### src/inc/ccsh_regs.svh
// register offsets, command codes, bit positions and reset values of the command handler
`ifndef CCSH_REGS_SVH
`define CCSH_REGS_SVH

// apb byte offsets
`define CCSH_OFS_CMD      8'h00
`define CCSH_OFS_RESP     8'h04
`define CCSH_OFS_STB      8'h08
`define CCSH_OFS_ESE      8'h0C
`define CCSH_OFS_SRE      8'h10
`define CCSH_OFS_SET      8'h14
`define CCSH_OFS_OPER     8'h18

// command codes, written to cmd[7:0], argument in cmd[15:8]
`define CCSH_CMD_CLS      8'h01
`define CCSH_CMD_ESE      8'h02
`define CCSH_CMD_ESE_Q    8'h03
`define CCSH_CMD_ESR_Q    8'h04
`define CCSH_CMD_SRE      8'h05
`define CCSH_CMD_SRE_Q    8'h06
`define CCSH_CMD_STB_Q    8'h07
`define CCSH_CMD_IDN_Q    8'h08
`define CCSH_CMD_RST      8'h09
`define CCSH_CMD_TRG      8'h0A
`define CCSH_CMD_OPT_Q    8'h0B
`define CCSH_CMD_OPC      8'h0C
`define CCSH_CMD_OPC_Q    8'h0D
`define CCSH_CMD_WAI      8'h0E
`define CCSH_CMD_COND_Q   8'h10
`define CCSH_CMD_EVNT_Q   8'h11
`define CCSH_CMD_MODE     8'h20
`define CCSH_CMD_TEST_AC  8'h21
`define CCSH_CMD_TEST_DC  8'h22
`define CCSH_CMD_TEST_Q   8'h23
`define CCSH_CMD_ITRIG    8'h24
`define CCSH_CMD_RANGE    8'h25
`define CCSH_CMD_RANGE_Q  8'h26
`define CCSH_CMD_FMAJ     8'h27
`define CCSH_CMD_FMIN     8'h28
`define CCSH_CMD_FMAJ_Q   8'h29
`define CCSH_CMD_FMIN_Q   8'h2A
`define CCSH_CMD_BIAS     8'h2B
`define CCSH_CMD_BIAS_Q   8'h2C

// event status register bits
`define CCSH_ESR_OPC      0
`define CCSH_ESR_QYE      2
`define CCSH_ESR_EXE      4
`define CCSH_ESR_CME      5
`define CCSH_ESR_PON      7
// status byte bits
`define CCSH_STB_MAV      4
`define CCSH_STB_ESB      5
`define CCSH_STB_MSS      6
// operation condition / event bits
`define CCSH_OPER_CAL     0
`define CCSH_OPER_MEAS    4

// reset values, service enable mask, opc answer and function limit
`define CCSH_ESR_RST      8'h80
`define CCSH_SRE_MASK     8'hBF
`define CCSH_OPC_ANSWER   32'h0000_0001
`define CCSH_FUNC_MAX     3'h5
`define CCSH_FMAJ_RST     3'h1
`define CCSH_FMIN_RST     3'h3

`endif

### src/inc/ccsh_pkg.sv
// types of the common command and status handler
package ccsh_pkg;

  // measurement mode selected by the controller
  typedef enum logic [1:0] {
    MODE_IMP,
    MODE_TRAN,
    MODE_INS,
    MODE_BIN
  } ccsh_mode_e;

  // apb request from the master
  typedef struct packed {
    logic        psel;
    logic        penable;
    logic        pwrite;
    logic [7:0]  paddr;
    logic [31:0] pwdata;
  } ccsh_apb_s;

  // measurement settings restored by reset command
  typedef struct packed {
    ccsh_mode_e  mode;
    logic        test_dc;
    logic        range_auto;
    logic [2:0]  range_num;
    logic [2:0]  func_major;
    logic [2:0]  func_minor;
    logic        bias_int;
    logic        bias_ext;
  } ccsh_set_s;

  // whole state of the handler
  typedef struct packed {
    logic        pready;
    logic        pslverr;
    logic [31:0] prdata;
    logic [7:0]  esr;
    logic [7:0]  ese;
    logic [7:0]  sre;
    logic [7:0]  stb;
    logic [15:0] oper_evt;
    logic [31:0] resp;
    logic        mav;
    ccsh_set_s   set;
    logic        meas_busy;
    logic        meas_start;
    logic        reject;
  } ccsh_state_s;

endpackage

### src/verilog/ccsh_handler.sv
// common command interpreter and status reporting with apb register access
//
// How it works
// - clear status empties event register and summaries
// - event enable command loads enable register
// - event enable query returns enable, 0..255
// - event register query returns then clears
// - service enable stored with bit 6 dropped
// - service enable query shows bit 6 zero
// - status byte query carries summary in bit6
// - reset command restores power-up settings
// - trigger or get starts measurement, no result
// - operation complete command sets its event bit
// - operation complete query always answers one
// - wait-to-continue accepted, does nothing
// - option query returns fitted options word
// - identity query returns four ordered fields
// - out-of-mode setting rejected with error flag
// - impedance trigger starts selected ac/dc measurement
// - range command sets auto or held range
// - function command assigns major/minor result
// - bias command drives bias, query reports
// - summary bit6 when status and enable overlap
// - event summary bit5 when events enabled
// - power-on bit set until register read or status clear
// - condition bit0 calibrating, bit4 measuring
//
// Our own choices: the address map and the APB register port.
`timescale 1ns/1ns
`include "ccsh_regs.svh"

module ccsh_handler #(
  parameter logic [7:0] MFR_CODE  = 8'h5A, // arbitrary value
  parameter logic [7:0] MODEL_NUM = 8'h42, // arbitrary value
  parameter logic [7:0] SW_REV    = 8'h10, // arbitrary value
  parameter logic [31:0] OPTIONS  = 32'h0000_0000,
  parameter int unsigned NUM_RANGES = 8
) (
  input  wire logic                i_core_clk,
  input  wire logic                i_rst,
  input  wire ccsh_pkg::ccsh_apb_s i_apb,
  input  wire logic                i_get,
  input  wire logic                i_meas_done,
  input  wire logic                i_cal_busy,
  input  wire logic                i_dev_error,
  output logic                     o_pready,
  output logic                     o_pslverr,
  output logic [31:0]              o_prdata,
  output logic                     o_meas_start,
  output ccsh_pkg::ccsh_set_s      o_settings,
  output logic                     o_srq,
  output logic                     o_reject
);

  // elaboration check on range count
  if (NUM_RANGES < 1 || NUM_RANGES > 8) begin : g_bad_ranges
    $error("NUM_RANGES must lie in 1..8");
  end

  // power-up measurement settings, also restored by the reset command
  localparam ccsh_pkg::ccsh_set_s SET_RST = '{
    mode:       ccsh_pkg::MODE_IMP,
    test_dc:    1'b0,
    range_auto: 1'b1,
    range_num:  3'h0,
    func_major: `CCSH_FMAJ_RST,
    func_minor: `CCSH_FMIN_RST,
    bias_int:   1'b0,
    bias_ext:   1'b0
  };

  // registered state and its next value
  ccsh_pkg::ccsh_state_s s_r;
  ccsh_pkg::ccsh_state_s s_nxt;

  // decode helpers
  logic        acc;
  logic        wr_cmd;
  logic [7:0]  code;
  logic [7:0]  arg;
  logic [15:0] cond;
  logic        in_imp;
  logic        mapped;
  logic [31:0] rd_val;

  // apb phase decode
  assign acc    = i_apb.psel && i_apb.penable && s_r.pready;
  assign wr_cmd = acc && i_apb.pwrite && (i_apb.paddr == `CCSH_OFS_CMD);
  assign code   = i_apb.pwdata[7:0];
  assign arg    = i_apb.pwdata[15:8];
  assign in_imp = (s_r.set.mode == ccsh_pkg::MODE_IMP);

  // operation condition word
  always_comb begin
    cond                  = 16'h0000;
    cond[`CCSH_OPER_CAL]  = i_cal_busy;
    cond[`CCSH_OPER_MEAS] = s_r.meas_busy;
  end

  // read mux for the setup cycle
  always_comb begin
    mapped = 1'b1;
    rd_val = 32'h0000_0000;
    case (i_apb.paddr)
      `CCSH_OFS_CMD:  rd_val = 32'h0000_0000;
      `CCSH_OFS_RESP: rd_val = s_r.resp;
      `CCSH_OFS_STB:  rd_val = {24'h00_0000, s_r.stb};
      `CCSH_OFS_ESE:  rd_val = {24'h00_0000, s_r.ese};
      `CCSH_OFS_SRE:  rd_val = {24'h00_0000, s_r.sre};
      `CCSH_OFS_SET:  rd_val = {17'h0_0000, s_r.set};
      `CCSH_OFS_OPER: rd_val = {s_r.oper_evt, cond};
      default:        mapped = 1'b0;
    endcase
  end

  // next state
  always_comb begin
    // per-cycle set, keep and answer flags
    logic [7:0]  esr_set;
    logic [7:0]  esr_keep;
    logic        new_resp;
    logic        resp_read;
    logic [15:0] evt_set;
    esr_set   = 8'h00;
    esr_keep  = s_r.esr;
    new_resp  = 1'b0;
    resp_read = 1'b0;
    evt_set   = 16'h0000;
    s_nxt     = s_r;

    // one-cycle pulses
    s_nxt.meas_start = 1'b0;
    s_nxt.reject     = 1'b0;

    // apb answer: ready in the access cycle after setup
    s_nxt.pready  = i_apb.psel && !i_apb.penable;
    s_nxt.pslverr = i_apb.psel && !i_apb.penable && !mapped;
    if (i_apb.psel && !i_apb.penable && !i_apb.pwrite) begin
      s_nxt.prdata = rd_val;
    end
    if (acc && !i_apb.pwrite && i_apb.paddr == `CCSH_OFS_RESP) begin
      resp_read = 1'b1;
    end

    // measurement completion, event bits merged after the commands
    if (s_r.meas_busy && i_meas_done) begin
      s_nxt.meas_busy          = 1'b0;
      evt_set[`CCSH_OPER_MEAS] = 1'b1;
    end
    if (i_cal_busy) begin
      evt_set[`CCSH_OPER_CAL] = 1'b1;
    end

    // group execute trigger
    if (i_get) begin
      s_nxt.meas_start = 1'b1;
      s_nxt.meas_busy  = 1'b1;
    end

    // command interpreter
    if (wr_cmd) begin
      case (code)
        // status clear
        `CCSH_CMD_CLS: begin
          esr_keep     = 8'h00;
          s_nxt.oper_evt = 16'h0000;
          s_nxt.mav    = 1'b0;
        end

        // event enable set and query
        `CCSH_CMD_ESE: s_nxt.ese = arg;
        `CCSH_CMD_ESE_Q: begin
          s_nxt.resp = {24'h00_0000, s_r.ese};
          new_resp   = 1'b1;
        end

        // event register read, power-on bit cleared too
        `CCSH_CMD_ESR_Q: begin
          s_nxt.resp = {24'h00_0000, s_r.esr};
          new_resp   = 1'b1;
          esr_keep   = 8'h00;
        end

        // service enable, bit 6 never stored
        `CCSH_CMD_SRE: s_nxt.sre = arg & `CCSH_SRE_MASK;
        `CCSH_CMD_SRE_Q: begin
          s_nxt.resp = {24'h00_0000, s_r.sre & `CCSH_SRE_MASK};
          new_resp   = 1'b1;
        end

        // status byte with summary in bit 6
        `CCSH_CMD_STB_Q: begin
          s_nxt.resp = {24'h00_0000, s_r.stb};
          new_resp   = 1'b1;
        end

        // identity word: maker, model, zero, revision
        `CCSH_CMD_IDN_Q: begin
          s_nxt.resp = {MFR_CODE, MODEL_NUM, 8'h00, SW_REV};
          new_resp   = 1'b1;
        end

        // settings back to power-up values
        `CCSH_CMD_RST: begin
          s_nxt.set = SET_RST;
        end

        // direct measurement, answer register untouched
        `CCSH_CMD_TRG: begin
          s_nxt.meas_start = 1'b1;
          s_nxt.meas_busy  = 1'b1;
        end

        // fitted options word
        `CCSH_CMD_OPT_Q: begin
          s_nxt.resp = OPTIONS;
          new_resp   = 1'b1;
        end

        // operation complete command and query
        `CCSH_CMD_OPC: esr_set[`CCSH_ESR_OPC] = 1'b1;
        `CCSH_CMD_OPC_Q: begin
          s_nxt.resp = `CCSH_OPC_ANSWER;
          new_resp   = 1'b1;
        end

        // already sequential, nothing to wait for
        `CCSH_CMD_WAI: s_nxt.reject = 1'b0;

        // operation condition and event words
        `CCSH_CMD_COND_Q: begin
          s_nxt.resp = {16'h0000, cond};
          new_resp   = 1'b1;
        end
        `CCSH_CMD_EVNT_Q: begin
          s_nxt.resp     = {16'h0000, s_r.oper_evt};
          new_resp       = 1'b1;
          s_nxt.oper_evt = 16'h0000;
        end

        // mode select, every mode accepted
        `CCSH_CMD_MODE: begin
          s_nxt.set.mode = ccsh_pkg::ccsh_mode_e'(arg[1:0]);
        end

        // impedance test, trigger, range and bias
        `CCSH_CMD_TEST_AC, `CCSH_CMD_TEST_DC, `CCSH_CMD_TEST_Q, `CCSH_CMD_ITRIG,
        `CCSH_CMD_RANGE, `CCSH_CMD_RANGE_Q, `CCSH_CMD_BIAS, `CCSH_CMD_BIAS_Q: begin
          if (!in_imp) begin
            s_nxt.reject              = 1'b1;
            esr_set[`CCSH_ESR_EXE]    = 1'b1;
          end else if (code == `CCSH_CMD_TEST_AC || code == `CCSH_CMD_TEST_DC) begin
            s_nxt.set.test_dc = (code == `CCSH_CMD_TEST_DC);
          end else if (code == `CCSH_CMD_TEST_Q) begin
            s_nxt.resp = {31'h0000_0000, s_r.set.test_dc};
            new_resp   = 1'b1;
          end else if (code == `CCSH_CMD_ITRIG) begin
            s_nxt.meas_start = 1'b1;
            s_nxt.meas_busy  = 1'b1;
          end else if (code == `CCSH_CMD_RANGE) begin
            if (!arg[7] && 32'(arg[2:0]) >= NUM_RANGES) begin
              s_nxt.reject           = 1'b1;
              esr_set[`CCSH_ESR_EXE] = 1'b1;
            end else begin
              s_nxt.set.range_auto = arg[7];
              s_nxt.set.range_num  = arg[2:0];
            end
          end else if (code == `CCSH_CMD_RANGE_Q) begin
            s_nxt.resp = {24'h00_0000, s_r.set.range_auto, 4'h0, s_r.set.range_num};
            new_resp   = 1'b1;
          end else if (code == `CCSH_CMD_BIAS) begin
            s_nxt.set.bias_int = arg[0];
            s_nxt.set.bias_ext = arg[1];
          end else begin
            s_nxt.resp = {30'h0000_0000, s_r.set.bias_ext, s_r.set.bias_int};
            new_resp   = 1'b1;
          end
        end

        // result functions, ac test only
        `CCSH_CMD_FMAJ, `CCSH_CMD_FMIN, `CCSH_CMD_FMAJ_Q, `CCSH_CMD_FMIN_Q: begin
          if (!in_imp || s_r.set.test_dc || arg[2:0] > `CCSH_FUNC_MAX) begin
            s_nxt.reject           = 1'b1;
            esr_set[`CCSH_ESR_EXE] = 1'b1;
          end else if (code == `CCSH_CMD_FMAJ) begin
            s_nxt.set.func_major = arg[2:0];
          end else if (code == `CCSH_CMD_FMIN) begin
            s_nxt.set.func_minor = arg[2:0];
          end else if (code == `CCSH_CMD_FMAJ_Q) begin
            s_nxt.resp = {29'h0000_0000, s_r.set.func_major};
            new_resp   = 1'b1;
          end else begin
            s_nxt.resp = {29'h0000_0000, s_r.set.func_minor};
            new_resp   = 1'b1;
          end
        end

        // unknown code: command error
        default: esr_set[`CCSH_ESR_CME] = 1'b1;
      endcase
    end

    // operation events raised in the cycle of a clear survive it
    s_nxt.oper_evt = s_nxt.oper_evt | evt_set;

    // query while answer unread loses old answer
    if (new_resp && s_r.mav && !resp_read) begin
      esr_set[`CCSH_ESR_QYE] = 1'b1;
    end
    // set wins over clear
    s_nxt.esr = esr_keep | esr_set;
    // message available follows answers and their reads
    if (new_resp) begin
      s_nxt.mav = 1'b1;
    end else if (resp_read) begin
      s_nxt.mav = 1'b0;
    end

    // status byte summaries
    s_nxt.stb                = 8'h00;
    s_nxt.stb[2]             = i_dev_error;
    s_nxt.stb[`CCSH_STB_MAV] = s_nxt.mav;
    s_nxt.stb[`CCSH_STB_ESB] = |(s_nxt.esr & s_nxt.ese);
    s_nxt.stb[`CCSH_STB_MSS] = |(s_nxt.stb & s_nxt.sre & `CCSH_SRE_MASK);
  end

  // state register, power-on bit raised at reset
  always_ff @(posedge i_core_clk or posedge i_rst) begin
    if (i_rst) begin
      s_r            <= '0;
      s_r.esr        <= `CCSH_ESR_RST;
      s_r.set        <= SET_RST;
    end else begin
      s_r <= s_nxt;
    end
  end

  // outputs straight from state
  assign o_pready     = s_r.pready;
  assign o_pslverr    = s_r.pslverr;
  assign o_prdata     = s_r.prdata;
  assign o_meas_start = s_r.meas_start;
  assign o_settings   = s_r.set;
  assign o_srq        = s_r.stb[`CCSH_STB_MSS];
  assign o_reject     = s_r.reject;

endmodule

### config.mk
export PLATFORM = sky130hd
export DESIGN_NAME = ccsh_handler
export DESIGN_NICKNAME = d
export VERILOG_FILES = /design/src/inc/ccsh_pkg.sv /design/src/verilog/ccsh_handler.sv
export VERILOG_INCLUDE_DIRS = /design/src /design/src/inc
export SDC_FILE = /design/constraint.sdc
export NUM_CORES = 1
export LEC_CHECK = 0
export ABC_AREA = 0
export BUFFER_PORTS_ARGS = -buffer_cell sky130_fd_sc_hd__buf_4
export CAP_MARGIN = 40
export CORE_MARGIN = 10
export CORE_UTILIZATION = 49
export DETAILED_ROUTE_END_ITERATION = 10
export PLACE_DENSITY = 0.7
export SLEW_MARGIN = 0
export SYNTH_ARGS = -nofsm -noshare
export SYNTH_HDL_FRONTEND = slang
export SYNTH_SLANG_ARGS = --single-unit
### constraint.sdc
create_clock -name i_core_clk -period 4.13 [get_ports i_core_clk]
set_input_delay 0.826 -clock i_core_clk [delete_from_list [all_inputs] [get_ports i_core_clk]]
set_output_delay 0.826 -clock i_core_clk [all_outputs]
set_load 0.05 [all_outputs]
# ---- Yosys cells after proc, flatten, opt, wreduce, memory -nomap -nowiden
# Cells that the tools add are included.
dict set report word_totals {
  regBits 129
  in_bits 49
  out_inout_bits 52
  word_cells 192
}
dict set report classes {
  magnitude_cmp 1
  n_eq_ne 52
  mux 72
  n_bitwise 4
  n_reduce_logical 42
}
# op n
set ops {}
lappend ops {{$pmux 32 s11} 1}
lappend ops {{$mux 32} 10}
lappend ops {{$pmux 32 s6} 1}
lappend ops {{$eq 8x6->1 const B} 13}
lappend ops {{$eq 8x4->1 const B} 9}
lappend ops {{$mux 67} 1}
lappend ops {{$eq 8x3->1 const B} 5}
lappend ops {{$eq 8x5->1 const B} 5}
lappend ops {{$mux 16} 2}
lappend ops {{$mux 8} 4}
lappend ops {{$reduce_or 29->1} 1}
lappend ops {{$mux 4} 7}
lappend ops {{$ne 2x2->1 const B} 14}
lappend ops {{$mux 1} 26}
lappend ops {{$eq 8x2->1 const B} 2}
lappend ops {{$or 16x5->16} 1}
lappend ops {{$reduce_or 8->1} 2}
lappend ops {{$mux 2} 7}
lappend ops {{$reduce_or 7->1} 2}
lappend ops {{$logic_and 1x1->1} 12}
lappend ops {{$mux 3} 4}
lappend ops {{$pmux 2 s2} 3}
lappend ops {{$pmux 6 s2} 1}
lappend ops {{$reduce_bool 11->1} 1}
lappend ops {{26 further kinds} 37}

# ---- Depth between registers and ports, before layout
# Gate-level depths: netlist of the first run.
dict set report depth {
  depth_word 18
  mapped_depth 10
}

# ---- Worst setup path before layout of the first run
# OpenSTA, ideal clock, no wires.
dict set report synth_path {
  path_kind {input-to-reg}
  from {in i_apb[35] in the netlist's numbering}
  to {reg s_r, in the netlist o_srq}
  setup_ps 118
  arrival_time_ps 3183
  slack_ps 829
  path_stages 8
  path_buffers 1
  cell_sequence {buf_2 nor4b_2 nand4_1 nor2_1 mux2_2 a21boi_1 or4_4 a21o_1}
}
# element line
set synth_rtl {}
lappend synth_rtl {{start: declaration} ccsh_handler.sv:41} ;# input wire ccsh_pkg::ccsh_apb_s i_apb,
lappend synth_rtl {{end signal: assignment} ccsh_handler.sv:334} ;# s_r <= s_nxt;
lappend synth_rtl {{end: declaration} ccsh_handler.sv:73} ;# ccsh_pkg::ccsh_state_s s_r;

==> results of run 1 <==
-- through the flow --
step           hold WS (ns)  utilization  power, µW  worst slack [ns]
2_1_floorplan        0.4400            -      883.4            0.8291
3_3_place_gp         0.4509       0.5368      934.9            0.6979
3_5_place_dp         0.4571       0.5368      936.5            0.6128
4_1_cts              0.4072       0.5574       1525            0.9913
5_1_grt              0.4281       0.5574       1573            0.8116
6_report             0.4107       0.5574       1517            0.8903
-- logic make-up after synthesis --
family,after synthesis
AO/OA/AOI/OAI,128
XOR/XNOR,4
adder cells (fa/ha/maj),1
buffers and inverters,88
flip-flops,76
multiplexers,38
other,1
AND/OR/NAND/NOR,199
-- sequential cells by signal, summed over array words and instances (netlist names) --
register,flops
s_r,37
o_settings,15
cond,1
o_reject,1
o_meas_start,1
o_srq,1
o_prdata,18
o_pready,1
o_pslverr,1
-- layout by cell type (no fill, tap or decap), types with 10 or more instances in the layout --
cell type,instances
mux2_2,26
mux2i_1,12
o21ai_0,33
dfrtp_1,71
nand2_1,67
nand2b_1,12
nand3_1,32
nor3_1,13
nor2_1,22
inv_1,14
buf_4,85
clkbuf_8,10
a21oi_1,14
-- power groups by stage --
stage	Clock, µW	Combinational (µW)	Sequential, µW
final	593	175	749
after global routing	635	189	750
after CTS	603	173	749
after detailed placement	0	173	764
after global placement	0	172	763
after floorplan	0	115	768
-- worst max-delay path: stages --
cell and delay (ns):
buf_4 0.11, nor3_1 0.53, and4_1 0.77, a21boi_0 0.23, o2bb2ai_1 0.23, nand4_1 0.11, or4_4 0.50, a21o_1 0.18
-- how the worst min path moves through the flow --
stage / from / to / slack, ns / depth (start not counted)
detailed placement: o_prdata[10] / o_prdata[10] / 0.46 / 2
CTS: i_rst / o_settings[7] / 0.41 / 2
global placement: o_prdata[11] / o_prdata[11] / 0.45 / 2
floorplan: o_prdata[10] / o_prdata[10] / 0.44 / 2
finish: i_rst / s_r[75] / 0.41 / 2
global route: i_rst / s_r[80] / 0.43 / 2
-- metal layers --
| metal | vias to the layer above | routed length (µm) | global-route usage |
|---|---|---|---|
| met5 | - | 0 | 0 |
| met4 | 0 | 426 | 0.08371 |
| li1 | 1955 | - | - |
| met3 | 33 | 1399 | 0.05907 |
| met2 | 235 | 6657 | 0.3143 |
| met1 | 2051 | 6171 | 0.2586 |
-- cell type report --
cell class / instances / area, µm²
clock buffer: 11 / 141.4
clock inverter: 5 / 58.81
fill: 906 / 4307
inverter: 15 / 56.30
multi-input combinational: 379 / 2454
sequential: 76 / 1908
tap: 133 / 166.4
timing repair buffer: 85 / 638.1
==> impl_results.md, run 1 <==
* Reg power frac at 0.494
* Clock Power Share at 0.391
* Placed cell count at 688
* # DRC at 0
* PD cells at 279.8 nW/µm²
* Syn Inst Count at 535
* Initial antenna violation count at 0
* Final setup fails at 0
* Area grow syn2layout at 11.50%
* Max-slew violations at 0
* Vias in the first global route at 4265
* Largest net degree at the start of global routing at 39
* Comb power frac at 0.116
* Drt first pass iters at 5
* Worst-margin pin slew at 0.8537 ns
* Reg-to-Reg End: o_srq
* Vias at 4274
* Post-route cell area at 5423 µm²
* Total die area at 14310 µm²
* Kind of critical path: in2reg
* Leading area contributor after synthesis: dfrtp_1
* Clock Skew at 0.01164 ns
* Largest family of logic cells by synthesized area: simple AND/OR/NAND/NOR gates
* Leak at 0.002507 µW
* Cell Count, Final, Fillers Out at 704
* Status: finished clean
* Post-cts sizing count at 0
* Ant diodes at 0
* Root Driver: clkbuf_8
* Routed wire length at 14650 µm
* Clock sink count at 76
* Worst path required time at 4.39 ns
* Crit end category: flop
* Total I/O pin count at 101
* Slew margin rel. at 0.4265
* Number of synthesis warnings at 0
* Cell variety after synth at 71
* Mux share of post-synthesis cell area at 0.08490
* Core area at 9729 µm²
* Period minus WS final at 3.240 ns
* Final setup TNS at 0 ns
* Count leader, synth: dfrtp_1
* Top cells by area, synth: dfrtp_1, buf_4, mux2_2
* Critical path data arrival time at 3.50 ns
* Crit path launch type: primary input
* CTS tree: yes
* Gr usage total at 0.2024
* Num rows at 36
* DR WL/cell at 20.82 µm
* Fin crit share at 0.7844
* Asr flop ratio synth at 1.000
* Detailed placement HPWL at 11030 µm
* Predominant post-synthesis flop cell: dfrtp_1
* Unrepaired setup endpoints after global routing: no
* CP startpoint: i_apb[33]
* H-tree levels at 3
* Clock tree buffer depth at 2
* P_sw at 420.8 µW
* CTS Hold Buffers Added at 0
* Xor/xnor cell area share of the yosys netlist at 0.007203
* Port Buf Inserts at 75
* Placer Congestion at 0.9254
* Max-capacitance violation count at 0
* Critical Path Sink: o_srq
* Mean Syn Cell Area at 9.090 µm²
* Sequential share of the synthesized area at 0.3923
* Synth Area in Compound Gates at 0.1863
* Initial Util at 0.4999
* Mapped cell area at 4863 µm²
* Top cell type's share of synthesized area at 0.3653
* Critical-path maximum fanout at 14
* Via/cell ratio at 6.071
* Simple-Gate Fraction of Synth Area at 0.2171
* Share of layout cells above drive strength 1 at 0.2715
* Chip width at 119.6 µm
* DIE HEIGHT at 119.6 µm
* Synthesized-area fraction occupied by adder cells at 0.002058
* First-pass GRT wire length at 23450 µm
* Clk pin slew, worst setup/hold paths at 0.09 ns
* R2R Setup Slk at 1.50 ns
* Total grt overflow at 0
* Sw frac at 0.2773
* DRT antenna net count at 0
* Fmax at 308.7 MHz
* R2R Path Start: o_pready
* Worst-Skew Late Latency at 0.37 ns
* Placed cell areas at 5223 µm²
* Commonest cells post-synth: dfrtp_1, nand2_1, buf_4
* Worst reg2reg path depth at 7
* VDD IR max at 0.0001364 V
* Internal power at 1097 µW
* Final Hold Violating Endpoints at 0
* Post CTS Setup Buffer Count at 0
* #FFs+latches synth at 76
* NumNets Final at 615
* Post-synth EDFFs at 0
* Iter 0 DRT Violations at 406
* CTS buffer count at 9
* Hold WC Path Type: in2async
Power figures use the tool's default switching activity.
==> run 2: changes to the inputs <==
--- a/config.mk
+++ b/config.mk
@@ -12,7 +12,7 @@
 export CORE_MARGIN = 10
 export CORE_UTILIZATION = 49
 export DETAILED_ROUTE_END_ITERATION = 10
-export PLACE_DENSITY = 0.7
+export PLACE_DENSITY = 0.72
 export SLEW_MARGIN = 0
 export SYNTH_ARGS = -nofsm -noshare
 export SYNTH_HDL_FRONTEND = slang
==> constraint.sdc (replaced) <==
create_clock -name i_core_clk -period 2.88 [get_ports i_core_clk]
set_input_delay 0.576 -clock i_core_clk [delete_from_list [all_inputs] [get_ports i_core_clk]]
set_output_delay 0.576 -clock i_core_clk [all_outputs]
set_load 0.05 [all_outputs]
==> run 2 against run 1 <==
Design area grew 5.8%; setup slack got worse by 0.62 ns; power is 46% higher; non-clock buffer count increased by 35; combinational power increased by 61%; clock power is 44% higher; routed wire length rose by 4.8%; global-route usage is 0.80 points higher; register-to-register slack got worse by 1.1 ns.
==> impl_results.md, run 2 (synthesis gave the netlist of run 1 again) <==
* Layout fillers at 907
* Most common cell after layout, fill and taps aside: buf_4
* Num rows at 36
* Vias at 4438
* Max reg flops at 37
* Initial Util at 0.4999
* Hold WC Path Type: in2reg
* Period minus WS final at 2.614 ns
* CTS Hold Buffers Added at 0
* Routed wire length at 15360 µm
* Critical-path maximum fanout at 10
* Clock Skew at 0.01240 ns
* VDD IR max at 0.0002515 V
* Chip width at 119.6 µm
* Reg area at 1908 µm²
* Cells on Worst Hold Path at 1
* Reg-to-Reg End: s_r[47]
* Total grt overflow at 0
* Total die area at 14310 µm²
* Met3 usage at 0.05204
* Most frequent cells in the layout: buf_4, dfrtp_1, nand2_1
* Worst-margin pin slew at 0.7749 ns
* R2R Setup Slk at 0.41 ns
* DRT antenna net count at 0
* Ant diodes at 0
* Area grow syn2layout at 18.01%
* Kind of critical path: in2reg
* Port Buf Inserts at 75
* Post CTS Setup Buffer Count at 0
* Fin crit share at 0.9077
* Iter 0 DRT Violations at 483
* Hold EP: s_r[69]
* Crit end category: flop
* Unrepaired setup endpoints after global routing: no
* Vias in the first global route at 4446
* DIE HEIGHT at 119.6 µm
* Slew margin rel. at 0.4827
* CTS buffer count at 9
* Clk pin slew, worst setup/hold paths at 0.09 ns
* Clock sink count at 76
* Post-cts sizing count at 0
* CTS tree: yes
* Critical path data arrival time at 2.87 ns
* Leak at 0.002691 µW
* DR WL/cell at 20.79 µm
* Grt met1 use at 0.2750
* Total I/O pin count at 101
* Gr busiest metal: met2
* Slowest CP cell: or4_4
* H-tree levels at 3
* Slowest stage delay, CP at 0.49 ns
* Cell Count, Final, Fillers Out at 739
* Clock tree buffer depth at 2
* Status: finished clean
* Fmax at 382.5 MHz
* Area of the multi-input gates at 2482 µm²
* Drt first pass iters at 8
* Total power at 2209 µW
* Root Driver: clkbuf_8
* Largest net degree at the start of global routing at 41
* Final setup TNS at 0 ns
* # DRC at 0
* Max-capacitance violation count at 0
* Final Hold Violating Endpoints at 0
* Hold path start: i_dev_error
* Worst-Skew Late Latency at 0.36 ns
* Reg with most FFs: s_r
* NumNets Final at 650
* Share of layout cells above drive strength 1 at 0.3152
* First-pass GRT wire length at 24290 µm
* Worst reg2reg path depth at 8
* Fin util at 0.5899
* Max-slew violations at 0
* PD cells at 384.8 nW/µm²
* Detailed placement HPWL at 11960 µm
* Worst path required time at 3.13 ns
* Most used cell along the critical path: buf_4
* Crit path launch type: primary input
* Gr usage total at 0.2104
* Initial antenna violation count at 0
* CP cell instances: buf_4, nor3_1, buf_4, and4_1, a21boi_0, o2bb2ai_1, nand4_1, or4_4, a21o_1
* Via/cell ratio at 6.005
* Placer Congestion at 1.010
* Placed cell count at 723
* Final setup fails at 0
* Core area at 9729 µm²
* GR Layer Usage met2 at 0.3274
* R2R Path Start: o_settings[12]
## run 2: routing by layer
metal / vias up / share of wire / wire (µm)
met1: 2130 / 0.44 / 6698
met3: 35 / 0.085 / 1306
met4: 0 / 0.027 / 412
met2: 239 / 0.45 / 6945
met5: - / 0 / 0
li1: 2034 / - / -
## run 2: final cells by class
cell class                 instances  area share
clock buffer                      11     0.02463
clock inverter                     5     0.01025
inverter                          15    0.009810
multi-input combinational        379      0.4325
sequential                        76      0.3325
tap                              133     0.02900
timing repair buffer             120      0.1613
## run 2: worst max path at each step
stage	startpoint	cells after the start	end
floorplan	i_apb[36]	8	o_srq
global placement	i_apb[33]	9	o_srq
detailed placement	i_apb[33]	9	o_srq
CTS	i_apb[33]	9	o_srq
global route	i_apb[33]	9	o_srq
finish	i_apb[33]	9	o_srq
## run 2: worst max-delay path, delay by kind of cell
| family | cells | cell delay, ns |
|---|---|---|
| AOI/OAI and AO/OA | 3 | 0.64 |
| buffers and inverters | 2 | 0.30 |
| and+or+nand+nor | 4 | 1.35 |
## run 2: report_power, final
| part | leakage (µW) | switching [µW] | internal, µW | total [µW] |
|---|---|---|---|---|
| sequential | 0.000997 | 3.16 | 1070 | 1070 |
| clock | 0.0000959 | 427 | 426 | 853 |
| combinational | 0.00160 | 183 | 98.7 | 282 |
## run 2: stage by stage
stage	setup WS, ns	cell area [µm²]	hold WS, ns
6_report	0.2658	5739	0.3353
5_1_grt	0.1516	5739	0.3230
4_1_cts	0.2667	5739	0.3267
3_5_place_dp	-0.1130	5539	0.4573
3_3_place_gp	0.01447	5539	0.4511
2_1_floorplan	0.008200	4926	0.4400
